[config.mk]
export PLATFORM = sky130hd
export DESIGN_NAME = pcm_pc_monitor
export DESIGN_NICKNAME = d
export VERILOG_FILES = /design/src/pcm_pkg.sv /design/src/pcm_pc_monitor.sv
export SDC_FILE = /design/constraint.sdc
export NUM_CORES = 1
export LEC_CHECK = 0
export BUFFER_PORTS_ARGS = -buffer_cell sky130_fd_sc_hd__buf_2
export CORE_UTILIZATION = 35
export DETAILED_ROUTE_END_ITERATION = 6
export GPL_ROUTABILITY_DRIVEN = 0
export GPL_TIMING_DRIVEN = 1
export HOLD_SLACK_MARGIN = 0.12
export SLEW_MARGIN = 10
export SYNTH_ARGS = -nofsm -noshare
export SYNTH_HDL_FRONTEND = slang
export SYNTH_SLANG_ARGS = --single-unit
[constraint.sdc]
create_clock -name core_clk -period 3.75 [get_ports core_clk]
set_input_delay 0 -clock core_clk [delete_from_list [all_inputs] [get_ports core_clk]]
set_output_delay 0 -clock core_clk [all_outputs]
set_load 0.1 [all_outputs]
[src/pcm_pkg.sv]
// constants and register map of the program counter monitor and first parity mask
// =====================================================================
package pcm_pkg;
	// =================================================================
	// register offsets
	localparam logic [15:0] OFF_PC_HIGH = 16'hf460;
	localparam logic [15:0] OFF_PC_LOW = 16'hf461;
	localparam logic [15:0] OFF_CLEAR = 16'hf462;
	localparam logic [15:0] OFF_FRAME_HIGH = 16'hf463;
	localparam logic [15:0] OFF_FRAME_LOW = 16'hf464;
	localparam logic [15:0] OFF_ALL_HIGH = 16'hf465;
	localparam logic [15:0] OFF_ALL_LOW = 16'hf466;
	localparam logic [15:0] OFF_PARITY_MASK = 16'hf467;
	localparam logic [15:0] OFF_IRQ_STATUS = 16'hf470;
	localparam logic [15:0] OFF_IRQ_MASK = 16'hf471;
	// =================================================================
	// field layout
	localparam int CLEAR_BIT = 0;
	localparam int SUB_LSB = 9;
	localparam int SUB_MSB = 12;
	localparam logic [15:0] PARITY_RW_BITS = 16'h1f1f;
	localparam int IRQ_NEW_PEAK = 0;
	localparam int IRQ_FRAME_DONE = 1;
	localparam int IRQ_PARITY = 2;
	localparam logic [2:0] IRQ_RW_BITS = 3'h7;
	// =================================================================
	// reset values
	localparam logic [23:0] PC_RESET = 24'h000000;
	localparam logic [15:0] REG_RESET = 16'h0000;
	localparam logic [2:0] IRQ_RESET = 3'h0;
endpackage : pcm_pkg

[src/pcm_pc_monitor.sv]
// program counter monitor with peak tracking and first parity mask register
//
// Strobed register access was left to the implementer.
`timescale 1ns/1ps
module pcm_pc_monitor (
	// clock and reset
	input wire logic core_clk,
	input wire logic nrst,
	// register port
	input wire logic [15:0] regAddr,
	input wire logic [15:0] regWrData,
	input wire logic regWrStb,
	input wire logic regRdStb,
	output logic [15:0] regRdData,
	// core side
	input wire logic [23:0] corePc,
	input wire logic corePcValid,
	input wire logic frameStart,
	output logic pcHold,
	// parity errors of bank 1 subbanks 1..4, index 0 is subbank 1
	input wire logic [3:0] subParityErr,
	output logic panicParity,
	// interrupt
	output logic irq
);
	// =================================================================
	// address decode helper
	function automatic logic hit(input logic [15:0] a, input logic [15:0] off);
		hit = (a == off);
	endfunction : hit

	// =================================================================
	// state
	logic [23:0] pc_reg, pc_next;
	logic [23:0] runMax_reg, runMax_next;
	logic [23:0] framePeak_reg, framePeak_next;
	logic [23:0] allPeak_reg, allPeak_next;
	logic clear_reg, clear_next;
	logic clrPrev_reg, clrPrev_next;
	logic [15:0] pmask_reg, pmask_next;
	logic [2:0] istat_reg, istat_next;
	logic [2:0] imask_reg, imask_next;
	logic [15:0] rd_reg, rd_next;
	logic clearFall;
	logic newPeak;
	logic [3:0] reported;
	logic [2:0] events;
	logic wrHit;

	assign clearFall = clrPrev_reg & ~clear_reg;
	assign reported = subParityErr & ~pmask_reg[pcm_pkg::SUB_MSB:pcm_pkg::SUB_LSB];
	assign newPeak = frameStart & ~clear_reg & ~clearFall & (runMax_reg > allPeak_reg);
	assign events = {|reported, frameStart & ~clear_reg, newPeak};
	assign wrHit = regWrStb;

	// =================================================================
	// counter and peaks
	always_comb begin
		clear_next = clear_reg;
		if (wrHit && hit(regAddr, pcm_pkg::OFF_CLEAR)) begin
			clear_next = regWrData[pcm_pkg::CLEAR_BIT];
		end
		clrPrev_next = clear_reg;
		if (clear_reg) begin
			pc_next = pcm_pkg::PC_RESET;
		end else if (corePcValid) begin
			pc_next = corePc;
		end else begin
			pc_next = pc_reg;
		end
		// the frame peak is the running maximum handed over at each frame start
		if (clear_reg) begin
			runMax_next = pcm_pkg::PC_RESET;
			framePeak_next = pcm_pkg::PC_RESET;
		end else if (frameStart) begin
			runMax_next = pc_reg;
			framePeak_next = runMax_reg;
		end else begin
			runMax_next = (pc_reg > runMax_reg) ? pc_reg : runMax_reg;
			framePeak_next = framePeak_reg;
		end
		if (clearFall) begin
			allPeak_next = pcm_pkg::PC_RESET;
		end else if (newPeak) begin
			allPeak_next = runMax_reg;
		end else begin
			allPeak_next = allPeak_reg;
		end
	end

	always_ff @(posedge core_clk or negedge nrst) begin
		if (!nrst) begin
			pc_reg <= pcm_pkg::PC_RESET;
			runMax_reg <= pcm_pkg::PC_RESET;
			framePeak_reg <= pcm_pkg::PC_RESET;
			allPeak_reg <= pcm_pkg::PC_RESET;
			clear_reg <= 1'b0;
			clrPrev_reg <= 1'b0;
		end else begin
			pc_reg <= pc_next;
			runMax_reg <= runMax_next;
			framePeak_reg <= framePeak_next;
			allPeak_reg <= allPeak_next;
			clear_reg <= clear_next;
			clrPrev_reg <= clrPrev_next;
		end
	end

	// =================================================================
	// counter and peak checks
	property p_pc_stable;
		@(posedge core_clk) disable iff (!nrst)
		!clear_reg && !corePcValid |=> $stable(pc_reg);
	endproperty
	a_pc_stable: assert property (p_pc_stable) else $error("counter moved unloaded");

	property p_hold_write;
		@(posedge core_clk) disable iff (!nrst)
		regWrStb && regAddr == pcm_pkg::OFF_CLEAR
		|=> pcHold == $past(regWrData[pcm_pkg::CLEAR_BIT]);
	endproperty
	a_hold_write: assert property (p_hold_write) else $error("hold mismatch");

	property p_runmax_clr;
		@(posedge core_clk) disable iff (!nrst)
		clear_reg |=> runMax_reg == pcm_pkg::PC_RESET;
	endproperty
	a_runmax_clr: assert property (p_runmax_clr) else $error("running maximum kept");

	property p_runmax_trk;
		@(posedge core_clk) disable iff (!nrst)
		!frameStart && !clear_reg |=> runMax_reg >= $past(pc_reg);
	endproperty
	a_runmax_trk: assert property (p_runmax_trk) else $error("running maximum low");

	property p_frame_keep;
		@(posedge core_clk) disable iff (!nrst)
		!frameStart && !clear_reg |=> $stable(framePeak_reg);
	endproperty
	a_frame_keep: assert property (p_frame_keep) else $error("frame peak moved");

	property p_all_take;
		@(posedge core_clk) disable iff (!nrst)
		newPeak |=> allPeak_reg == $past(runMax_reg);
	endproperty
	a_all_take: assert property (p_all_take) else $error("new peak not taken");

	property p_all_keep;
		@(posedge core_clk) disable iff (!nrst)
		!newPeak && !clearFall |=> $stable(allPeak_reg);
	endproperty
	a_all_keep: assert property (p_all_keep) else $error("all-time peak moved");

	property p_all_cover;
		@(posedge core_clk) disable iff (!nrst)
		frameStart && !clear_reg && !clearFall |=> allPeak_reg >= $past(runMax_reg);
	endproperty
	a_all_cover: assert property (p_all_cover) else $error("all-time below peak");

	property p_frame_event;
		@(posedge core_clk) disable iff (!nrst)
		frameStart && !clear_reg |=> istat_reg[pcm_pkg::IRQ_FRAME_DONE];
	endproperty
	a_frame_event: assert property (p_frame_event) else $error("frame status not set");

	property p_peak_event;
		@(posedge core_clk) disable iff (!nrst)
		newPeak |=> istat_reg[pcm_pkg::IRQ_NEW_PEAK];
	endproperty
	a_peak_event: assert property (p_peak_event) else $error("peak status not set");

	// =================================================================
	// parity mask and interrupt registers
	always_comb begin
		pmask_next = pmask_reg;
		imask_next = imask_reg;
		istat_next = istat_reg;
		if (wrHit && hit(regAddr, pcm_pkg::OFF_PARITY_MASK)) begin
			pmask_next = regWrData & pcm_pkg::PARITY_RW_BITS;
		end else if (wrHit && hit(regAddr, pcm_pkg::OFF_IRQ_MASK)) begin
			imask_next = regWrData[2:0] & pcm_pkg::IRQ_RW_BITS;
		end else if (wrHit && hit(regAddr, pcm_pkg::OFF_IRQ_STATUS)) begin
			istat_next = istat_reg & ~regWrData[2:0];
		end
		// set applied last so a new event beats a simultaneous clear
		istat_next = istat_next | events;
	end

	always_ff @(posedge core_clk or negedge nrst) begin
		if (!nrst) begin
			pmask_reg <= pcm_pkg::REG_RESET;
			imask_reg <= pcm_pkg::IRQ_RESET;
			istat_reg <= pcm_pkg::IRQ_RESET;
		end else begin
			pmask_reg <= pmask_next;
			imask_reg <= imask_next;
			istat_reg <= istat_next;
		end
	end

	// =================================================================
	// parity mask checks
	property p_mask_wr;
		@(posedge core_clk) disable iff (!nrst)
		regWrStb && regAddr == pcm_pkg::OFF_PARITY_MASK
		|=> pmask_reg == ($past(regWrData) & pcm_pkg::PARITY_RW_BITS);
	endproperty
	a_mask_wr: assert property (p_mask_wr) else $error("mask write lost");

	// a parity status bit only rises after an error that got past its mask
	property p_parity_stat;
		@(posedge core_clk) disable iff (!nrst)
		$rose(istat_reg[pcm_pkg::IRQ_PARITY]) |-> $past(panicParity);
	endproperty
	a_parity_stat: assert property (p_parity_stat) else $error("masked error flagged");

	// each subbank alone: error input i pairs with mask bit SUB_LSB + i
	for (genvar i = 0; i < 4; i++) begin : g_sub
		property p_sub_off;
			@(posedge core_clk) disable iff (!nrst)
			pmask_reg[pcm_pkg::SUB_LSB + i] && subParityErr == (4'h1 << i) |-> !panicParity;
		endproperty
		a_sub_off: assert property (p_sub_off) else $error("masked subbank seen");

		property p_sub_on;
			@(posedge core_clk) disable iff (!nrst)
			subParityErr[i] && !pmask_reg[pcm_pkg::SUB_LSB + i] |-> panicParity;
		endproperty
		a_sub_on: assert property (p_sub_on) else $error("subbank error lost");
	end

	// =================================================================
	// read path, unmapped addresses read zero
	always_comb begin
		rd_next = 16'h0000;
		if (!regRdStb) begin
			rd_next = 16'h0000;
		end else if (hit(regAddr, pcm_pkg::OFF_PC_HIGH)) begin
			rd_next = {8'h00, pc_reg[23:16]};
		end else if (hit(regAddr, pcm_pkg::OFF_PC_LOW)) begin
			rd_next = pc_reg[15:0];
		end else if (hit(regAddr, pcm_pkg::OFF_CLEAR)) begin
			rd_next = {15'h0000, clear_reg};
		end else if (hit(regAddr, pcm_pkg::OFF_FRAME_HIGH)) begin
			rd_next = {8'h00, framePeak_reg[23:16]};
		end else if (hit(regAddr, pcm_pkg::OFF_FRAME_LOW)) begin
			rd_next = framePeak_reg[15:0];
		end else if (hit(regAddr, pcm_pkg::OFF_ALL_HIGH)) begin
			rd_next = {8'h00, allPeak_reg[23:16]};
		end else if (hit(regAddr, pcm_pkg::OFF_ALL_LOW)) begin
			rd_next = allPeak_reg[15:0];
		end else if (hit(regAddr, pcm_pkg::OFF_PARITY_MASK)) begin
			rd_next = pmask_reg;
		end else if (hit(regAddr, pcm_pkg::OFF_IRQ_STATUS)) begin
			rd_next = {13'h0000, istat_reg};
		end else if (hit(regAddr, pcm_pkg::OFF_IRQ_MASK)) begin
			rd_next = {13'h0000, imask_reg};
		end
	end

	always_ff @(posedge core_clk or negedge nrst) begin
		if (!nrst) begin
			rd_reg <= pcm_pkg::REG_RESET;
		end else begin
			rd_reg <= rd_next;
		end
	end

	assign regRdData = rd_reg;
	assign pcHold = clear_reg;
	// only unmasked subbanks reach the panic flag
	assign panicParity = |reported;
	assign irq = |(istat_reg & imask_reg);

	// =================================================================
	// read path checks
	property p_rd_idle;
		@(posedge core_clk) disable iff (!nrst)
		!regRdStb |=> regRdData == 16'h0000;
	endproperty
	a_rd_idle: assert property (p_rd_idle) else $error("read data not idle");

	property p_read_high;
		@(posedge core_clk) disable iff (!nrst)
		regRdStb && regAddr == pcm_pkg::OFF_PC_HIGH
		|=> regRdData == {8'h00, $past(pc_reg[23:16])};
	endproperty
	a_read_high: assert property (p_read_high) else $error("wrong counter high");

	property p_read_clr;
		@(posedge core_clk) disable iff (!nrst)
		regRdStb && regAddr == pcm_pkg::OFF_CLEAR
		|=> regRdData == {15'h0000, $past(clear_reg)};
	endproperty
	a_read_clr: assert property (p_read_clr) else $error("wrong clear read");

	property p_read_fhi;
		@(posedge core_clk) disable iff (!nrst)
		regRdStb && regAddr == pcm_pkg::OFF_FRAME_HIGH
		|=> regRdData == {8'h00, $past(framePeak_reg[23:16])};
	endproperty
	a_read_fhi: assert property (p_read_fhi) else $error("wrong frame high");

	property p_read_flo;
		@(posedge core_clk) disable iff (!nrst)
		regRdStb && regAddr == pcm_pkg::OFF_FRAME_LOW
		|=> regRdData == $past(framePeak_reg[15:0]);
	endproperty
	a_read_flo: assert property (p_read_flo) else $error("wrong frame low");

	property p_read_ahi;
		@(posedge core_clk) disable iff (!nrst)
		regRdStb && regAddr == pcm_pkg::OFF_ALL_HIGH
		|=> regRdData == {8'h00, $past(allPeak_reg[23:16])};
	endproperty
	a_read_ahi: assert property (p_read_ahi) else $error("wrong all-time high");

	property p_read_alo;
		@(posedge core_clk) disable iff (!nrst)
		regRdStb && regAddr == pcm_pkg::OFF_ALL_LOW
		|=> regRdData == $past(allPeak_reg[15:0]);
	endproperty
	a_read_alo: assert property (p_read_alo) else $error("wrong all-time low");

	property p_read_mask;
		@(posedge core_clk) disable iff (!nrst)
		regRdStb && regAddr == pcm_pkg::OFF_PARITY_MASK
		|=> regRdData == $past(pmask_reg);
	endproperty
	a_read_mask: assert property (p_read_mask) else $error("wrong mask read");

	// =================================================================
	// checks
	property p_clear_zero;
		@(posedge core_clk) disable iff (!nrst)
		clear_reg |=> (pc_reg == 24'h000000) && (framePeak_reg == 24'h000000);
	endproperty
	a_clear_zero: assert property (p_clear_zero) else $error("counter not zero under clear");

	property p_follow;
		@(posedge core_clk) disable iff (!nrst)
		!clear_reg && corePcValid |=> pc_reg == $past(corePc);
	endproperty
	a_follow: assert property (p_follow) else $error("counter not following core");

	property p_alltime_clear;
		@(posedge core_clk) disable iff (!nrst)
		$fell(clear_reg) |=> allPeak_reg == 24'h000000;
	endproperty
	a_alltime_clear: assert property (p_alltime_clear) else $error("all-time peak kept");

	property p_frame_latch;
		@(posedge core_clk) disable iff (!nrst)
		frameStart && !clear_reg |=> framePeak_reg == $past(runMax_reg);
	endproperty
	a_frame_latch: assert property (p_frame_latch) else $error("frame peak not latched");

	property p_alltime_grow;
		@(posedge core_clk) disable iff (!nrst)
		!clearFall |=> allPeak_reg >= $past(allPeak_reg);
	endproperty
	a_alltime_grow: assert property (p_alltime_grow) else $error("all-time peak fell");

	property p_masked;
		@(posedge core_clk) disable iff (!nrst)
		(&pmask_reg[12:9]) |-> !panicParity;
	endproperty
	a_masked: assert property (p_masked) else $error("masked error reported");

	property p_report;
		@(posedge core_clk) disable iff (!nrst)
		(subParityErr[0] && !pmask_reg[9]) |-> panicParity;
	endproperty
	a_report: assert property (p_report) else $error("unmasked error lost");

	property p_read_low;
		@(posedge core_clk) disable iff (!nrst)
		regRdStb && regAddr == 16'hf461 |=> regRdData == $past(pc_reg[15:0]);
	endproperty
	a_read_low: assert property (p_read_low) else $error("wrong counter read");

	property p_mask_rw;
		@(posedge core_clk) disable iff (!nrst)
		regWrStb && regAddr == 16'hf467 ##1 regRdStb && regAddr == 16'hf467
		|=> regRdData == ($past(regWrData, 2) & 16'h1f1f);
	endproperty
	a_mask_rw: assert property (p_mask_rw) else $error("mask readback wrong");

	property p_irq;
		@(posedge core_clk) disable iff (!nrst)
		events[2] && imask_reg[2] |=> irq [*2];
	endproperty
	a_irq: assert property (p_irq) else $error("interrupt missing");
endmodule : pcm_pc_monitor

=== Word level (Yosys, flattened, before mapping) ===
Index checks and enable logic that the tools add are counted.

* Mux-type cells: 23
* Equality and inequality tests: 10
* Magnitude comparators: 2
* Bitwise logic cells: 13
* Reduce and logical (&&, ||, !) cells: 11

{| class="wikitable"
|+ Operators with widths
! operator !! number
|-
| 24-bit 2-to-1 mux || 9
|-
| 16-bit == test, second input constant || 10
|-
| 16-bit 2-to-1 mux || 8
|-
| 24-bit > comparator || 2
|-
| 3-bit 2-to-1 mux || 5
|-
| 13-bit 2-to-1 mux || 1
|-
| 3-bit AND || 2
|-
| 2-bit nonzero test || 3
|-
| 1-bit AND || 4
|-
| 4-bit AND || 1
|-
| 1-bit logical AND || 4
|-
| 4-bit inverter || 1
|-
| 4-bit OR reduction || 1
|-
| 1-bit inverter || 3
|-
| 3-bit inverter || 1
|-
| 3-bit OR || 1
|-
| 3-bit nonzero test || 1
|-
| 3-bit OR reduction || 1
|-
| 2-bit AND reduction || 1
|}

* Word-level logic and storage cells: 69
* Input bits: 66
* Flip-flop bits (word level): 130
* Output and inout port bits: 19

=== Logic depth before layout (Yosys ltp) ===
* Depth in word-level cells: 12
* Depth in mapped cells: 10
* Mapped depth without buffers: 8

=== Worst setup path after synthesis ===
Ideal clock, no wire load.

* Kind: reg2reg
* Start point: register runMax_reg[15]
* End point: register runMax_reg[21]
* Setup slack: 1.340 ns
* Buffers on the path: 2
* Setup time: 0.136 ns
* Cell stages (with the launch flop): 11
* Required time: 3.614 ns
* Arrival: 2.273 ns
* Period minus slack after synthesis: 2.410 ns
* Cells stage by stage: dfrtp_1 -> inv_1 -> ha_1 -> nand3_1 -> or3_1 -> nor3_1 -> a21oi_1 -> clkbuf_1 -> buf_1 -> o31ai_1 -> a21oi_1

* Cells in the longest elaborated chain, start to end: 2

{| class="wikitable"
|+ RTL lines
! element !! RTL line !! source
|-
| from (decl) || pcm_pc_monitor.sv:35 || <nowiki>logic [23:0] runMax_reg, runMax_next;</nowiki>
|-
| from (signal assigned) || pcm_pc_monitor.sv:94 || <nowiki>runMax_reg <= pcm_pkg::PC_RESET;</nowiki>
|-
| from (signal assigned) || pcm_pc_monitor.sv:101 || <nowiki>runMax_reg <= runMax_next;</nowiki>
|-
| 24-bit > comparator || pcm_pc_monitor.sv:79 || <nowiki>runMax_next = (pc_reg > runMax_reg) ? pc_reg : runMax_reg;</nowiki>
|-
| 3-bit nonzero test (no source line) || - ||
|}

Every way passes these cells.
A chain may end at the register's enable or synchronous reset.

=== Final worst setup path ===
* Start point: register runMax_reg[14]
* End point: register runMax_reg[10]

Same word-level chain as after synthesis.

==> metrics <==
maximum net fanout on the critical path 26; net switching power around 1.9 mW; leading cell types by count after synthesis sky130_fd_sc_hd__dfrtp_1 (130), sky130_fd_sc_hd__nor2_1 (71), sky130_fd_sc_hd__nand2_1 (63); Layout Area Growth over Synthesis 22.7%; post-synthesis cell count 750; clock share of power 0.320; number of H-tree levels 4; class of the most critical setup path flop to flop; fraction of post-synthesis cell area in the top cell type by area 0.446; worst-case headroom to the max-slew limit 0.362; number of nets still failing antenna checks after routing 0; dpl ws 906 ps; library cell used as clock root buffer sky130_fd_sc_hd__clkbuf_16; initial antenna violation count 0; wire length reported by the detailed router between 20,000 and 25,000 um; clock tree from TritonCTS built; Tot GR Track Use 0.196; wire length of the first global-routing pass between 30,000 and 40,000 um; drt first pass iters 4; Clock Latency Late Sink about 440 ps; sum of net half-perimeters after detailed placement 13,900 um; CTS sink count 130; run status finished, final reports clean; routed wire length per instance roughly 18 um; placed cells 1,060; Die Width 146 um; post-CTS setup buffers 0; Post-Route Setup TNS 0 ps; cell types occupying the most area after synthesis sky130_fd_sc_hd__dfrtp_1 (45%), sky130_fd_sc_hd__ha_1 (8.2%), sky130_fd_sc_hd__mux2i_1 (7.7%); setup slack after layout around 890 ps; required time of the critical path just over 4000 ps; power per cell area about 600 nW/um^2; synthesized netlist net count between 800 and 900; largest buffer count on any clock path 2; slack of the worst reg-to-reg path 890 ps; prevailing post-synth register cell sky130_fd_sc_hd__dfrtp_1; fraction of layout instances using a drive strength above 1 0.172; post-synth top area cell sky130_fd_sc_hd__dfrtp_1; switching part of the total 0.349; leading cell type by number of instances after synthesis sky130_fd_sc_hd__dfrtp_1; Overflow after GRT 0; number of warnings printed during yosys synthesis 0; path depth of the worst reg2reg path 9; Layout Nets slightly below 1,000; final standard cell count with taps included and fillers excluded roughly 1,100; fill cell instance count of the final layout just under 2,000; number of unique standard cell types used by synthesis 52; via count normalized by instance count 5.31; endpoint kind of the worst setup timing path flop; Seq cells post-synth 130; largest net degree at the start of global routing a little under 80; Int Pwr around 3.5 mW; die area between 20,000 and 25,000 um^2; total number of vias 6,014; count of pins on the block boundary 85; r2r startpoint runMax_reg[14]; setup skew after layout between 15 and 20 ps; Combinational Power Share 0.302; max-cap check violation count 0; transition time at the pin with the least slew margin 957 ps; DIE HEIGHT about 150 um; share of flip-flops with an asynchronous set or reset 1.00; DRC violation count after routing 0; post-route minimum period between 2000 and 3000 ps; summed instance area of the synthesized netlist roughly 7300 um^2; Worst EP arrival between 3000 and 4000 ps; RSZ-0062 raised after global routing false; count of pins over their slew limit 0; Worst setup SP type flop; Final Hold Vio Count 0; ratio of final minimum period to clock period 0.763; RR Endpoint runMax_reg[10]; Clk pin slew, worst setup/hold paths approximately 60 ps; Hold Crit Class primary input to async pin; total of endpoints with negative setup slack in the final report 0; sequential area share after synthesis 0.446; FP Rows 52; number of enable-type register cells in the synthesized netlist 0; total clock buffers created by CTS 17; worst vdd rail ir drop 0.386 mV; Static Leakage between 4 and 5 nW; number of buffer cells added on primary ports between 70 and 80; number of global-route vias before repair 5,765; DR iter-0 viols approximately 370; final design utilization 0.440; Flop pwr share 0.378; effective utilization at floorplan 0.359; Avg Inst Size Synth between 9 and 10 um^2; Ant. Diodes 0; Core Area 20,400 um^2; Max Clk Rate around 350 MHz
-- how the worst max path moves through the flow --
| stage | from | to | slack, ps | depth (start not counted) |
|---|---|---|---|---|
| after floorplan | runMax_reg[15] | runMax_reg[21] | 1340 | 10 |
| after global placement | runMax_reg[14] | runMax_reg[12] | 940 | 9 |
| after detailed placement | runMax_reg[14] | runMax_reg[21] | 910 | 9 |
| after CTS | runMax_reg[14] | runMax_reg[21] | 890 | 9 |
| after global routing | runMax_reg[14] | runMax_reg[1] | 680 | 9 |
| final | runMax_reg[14] | runMax_reg[10] | 890 | 9 |
-- cells in the final DEF, fill, tap and decap left out, types with 2 or more instances in the layout --
cell / synthesis / final
sky130_fd_sc_hd__nor3_1: 6 / 6
sky130_fd_sc_hd__and2_1: 2 / 2
sky130_fd_sc_hd__a221oi_1: 3 / 3
sky130_fd_sc_hd__clkbuf_16: 0 / 17
sky130_fd_sc_hd__a21o_1: 4 / 4
sky130_fd_sc_hd__nand4b_1: 3 / 3
sky130_fd_sc_hd__inv_1: 61 / 61
sky130_fd_sc_hd__a211oi_1: 7 / 7
sky130_fd_sc_hd__dlygate4sd3_1: 0 / 40
sky130_fd_sc_hd__nand2_1: 63 / 63
sky130_fd_sc_hd__or4_1: 24 / 24
sky130_fd_sc_hd__clkinvlp_4: 0 / 6
sky130_fd_sc_hd__nor3b_1: 2 / 2
sky130_fd_sc_hd__nand3_1: 9 / 9
sky130_fd_sc_hd__a31oi_1: 3 / 2
sky130_fd_sc_hd__nand4_1: 11 / 11
sky130_fd_sc_hd__or3_1: 2 / 2
sky130_fd_sc_hd__ha_1: 48 / 48
sky130_fd_sc_hd__dfrtp_1: 130 / 129
sky130_fd_sc_hd__mux2_2: 8 / 8
sky130_fd_sc_hd__o22ai_1: 5 / 5
sky130_fd_sc_hd__o21ai_0: 17 / 17
sky130_fd_sc_hd__o22a_1: 2 / 2
sky130_fd_sc_hd__bufinv_16: 0 / 3
sky130_fd_sc_hd__nor2b_1: 3 / 3
sky130_fd_sc_hd__o221ai_1: 2 / 2
sky130_fd_sc_hd__nand2b_1: 6 / 6
sky130_fd_sc_hd__a21oi_1: 57 / 56
sky130_fd_sc_hd__mux2_4: 10 / 10
sky130_fd_sc_hd__buf_2: 5 / 77
sky130_fd_sc_hd__a21boi_0: 2 / 2
sky130_fd_sc_hd__clkbuf_1: 32 / 2
sky130_fd_sc_hd__a22oi_1: 9 / 9
sky130_fd_sc_hd__o31ai_1: 50 / 50
sky130_fd_sc_hd__a32oi_1: 7 / 7
sky130_fd_sc_hd__nor2_1: 71 / 71
sky130_fd_sc_hd__buf_4: 0 / 12
sky130_fd_sc_hd__mux2i_1: 56 / 56
-- through the flow --
| step | power [mW] | area, um^2 | hold slack [ps] |
|---|---|---|---|
| 2_1_floorplan | 3.11 | 7300 | -296 |
| 3_3_place_gp | 3.58 | 7960 | 74.9 |
| 3_5_place_dp | 3.63 | 7960 | 72.6 |
| 4_1_cts | 5.40 | 8960 | 180 |
| 5_1_grt | 5.74 | 8960 | 225 |
| 6_report | 5.37 | 8960 | 168 |
-- final cells by class --
class	count	area [um^2]	share of cell area
clock buffers	20	447	0.0498
repair buffers	130	887	0.0990
well taps	270	338	0.0377
multi-input cells	509	3650	0.407
clock inverters	12	158	0.0176
inverters	61	229	0.0255
flip-flops and latches	130	3250	0.363
-- what timing repair did --
action | in CTS | in global routing
hold endpoints to repair | 119 | 0
resized for setup | 0 | 0
hold buffers | 40 | 0
-- worst max-delay path: stages, from the launching register on --
cell and delay, ps:
sky130_fd_sc_hd__dfrtp_1 430, sky130_fd_sc_hd__inv_1 80, sky130_fd_sc_hd__ha_1 300, sky130_fd_sc_hd__nand3_1 120, sky130_fd_sc_hd__or3_1 410, sky130_fd_sc_hd__nor3_1 440
sky130_fd_sc_hd__a21oi_2 110, sky130_fd_sc_hd__buf_4 250, sky130_fd_sc_hd__or4_1 480, sky130_fd_sc_hd__a21oi_1 150
-- per-layer routing --
| metal | vias to the layer above | GRT usage | routed length, um | part of all wire |
|---|---|---|---|---|
| met2 | 187 | 0.293 | 8980 | 0.44 |
| met3 | 15 | 0.0384 | 1070 | 0.053 |
| met4 | 0 | 0.0531 | 219 | 0.011 |
| li1 | 2909 | - | - | - |
| met1 | 2903 | 0.286 | 9950 | 0.49 |
| met5 | - | 0 | 0 | 0 |
-- kinds of logic after synthesis --
family	Yosys count	synth area share
mux	75	0.113
simple gates	208	0.139
compound gates	178	0.162
fa+ha+maj	48	0.0822
flops	130	0.446
buf+inv	111	0.0589
-- power by group through the flow --
stage / logic [mW] / registers [mW] / clock network, mW
finish: 1.62 / 2.03 / 1.72
global route: 1.86 / 2.07 / 1.81
CTS: 1.63 / 2.03 / 1.75
detailed placement: 1.58 / 2.05 / 0
global placement: 1.55 / 2.04 / 0
floorplan: 1.19 / 1.93 / 0
Power figures use the tool's default switching activity.
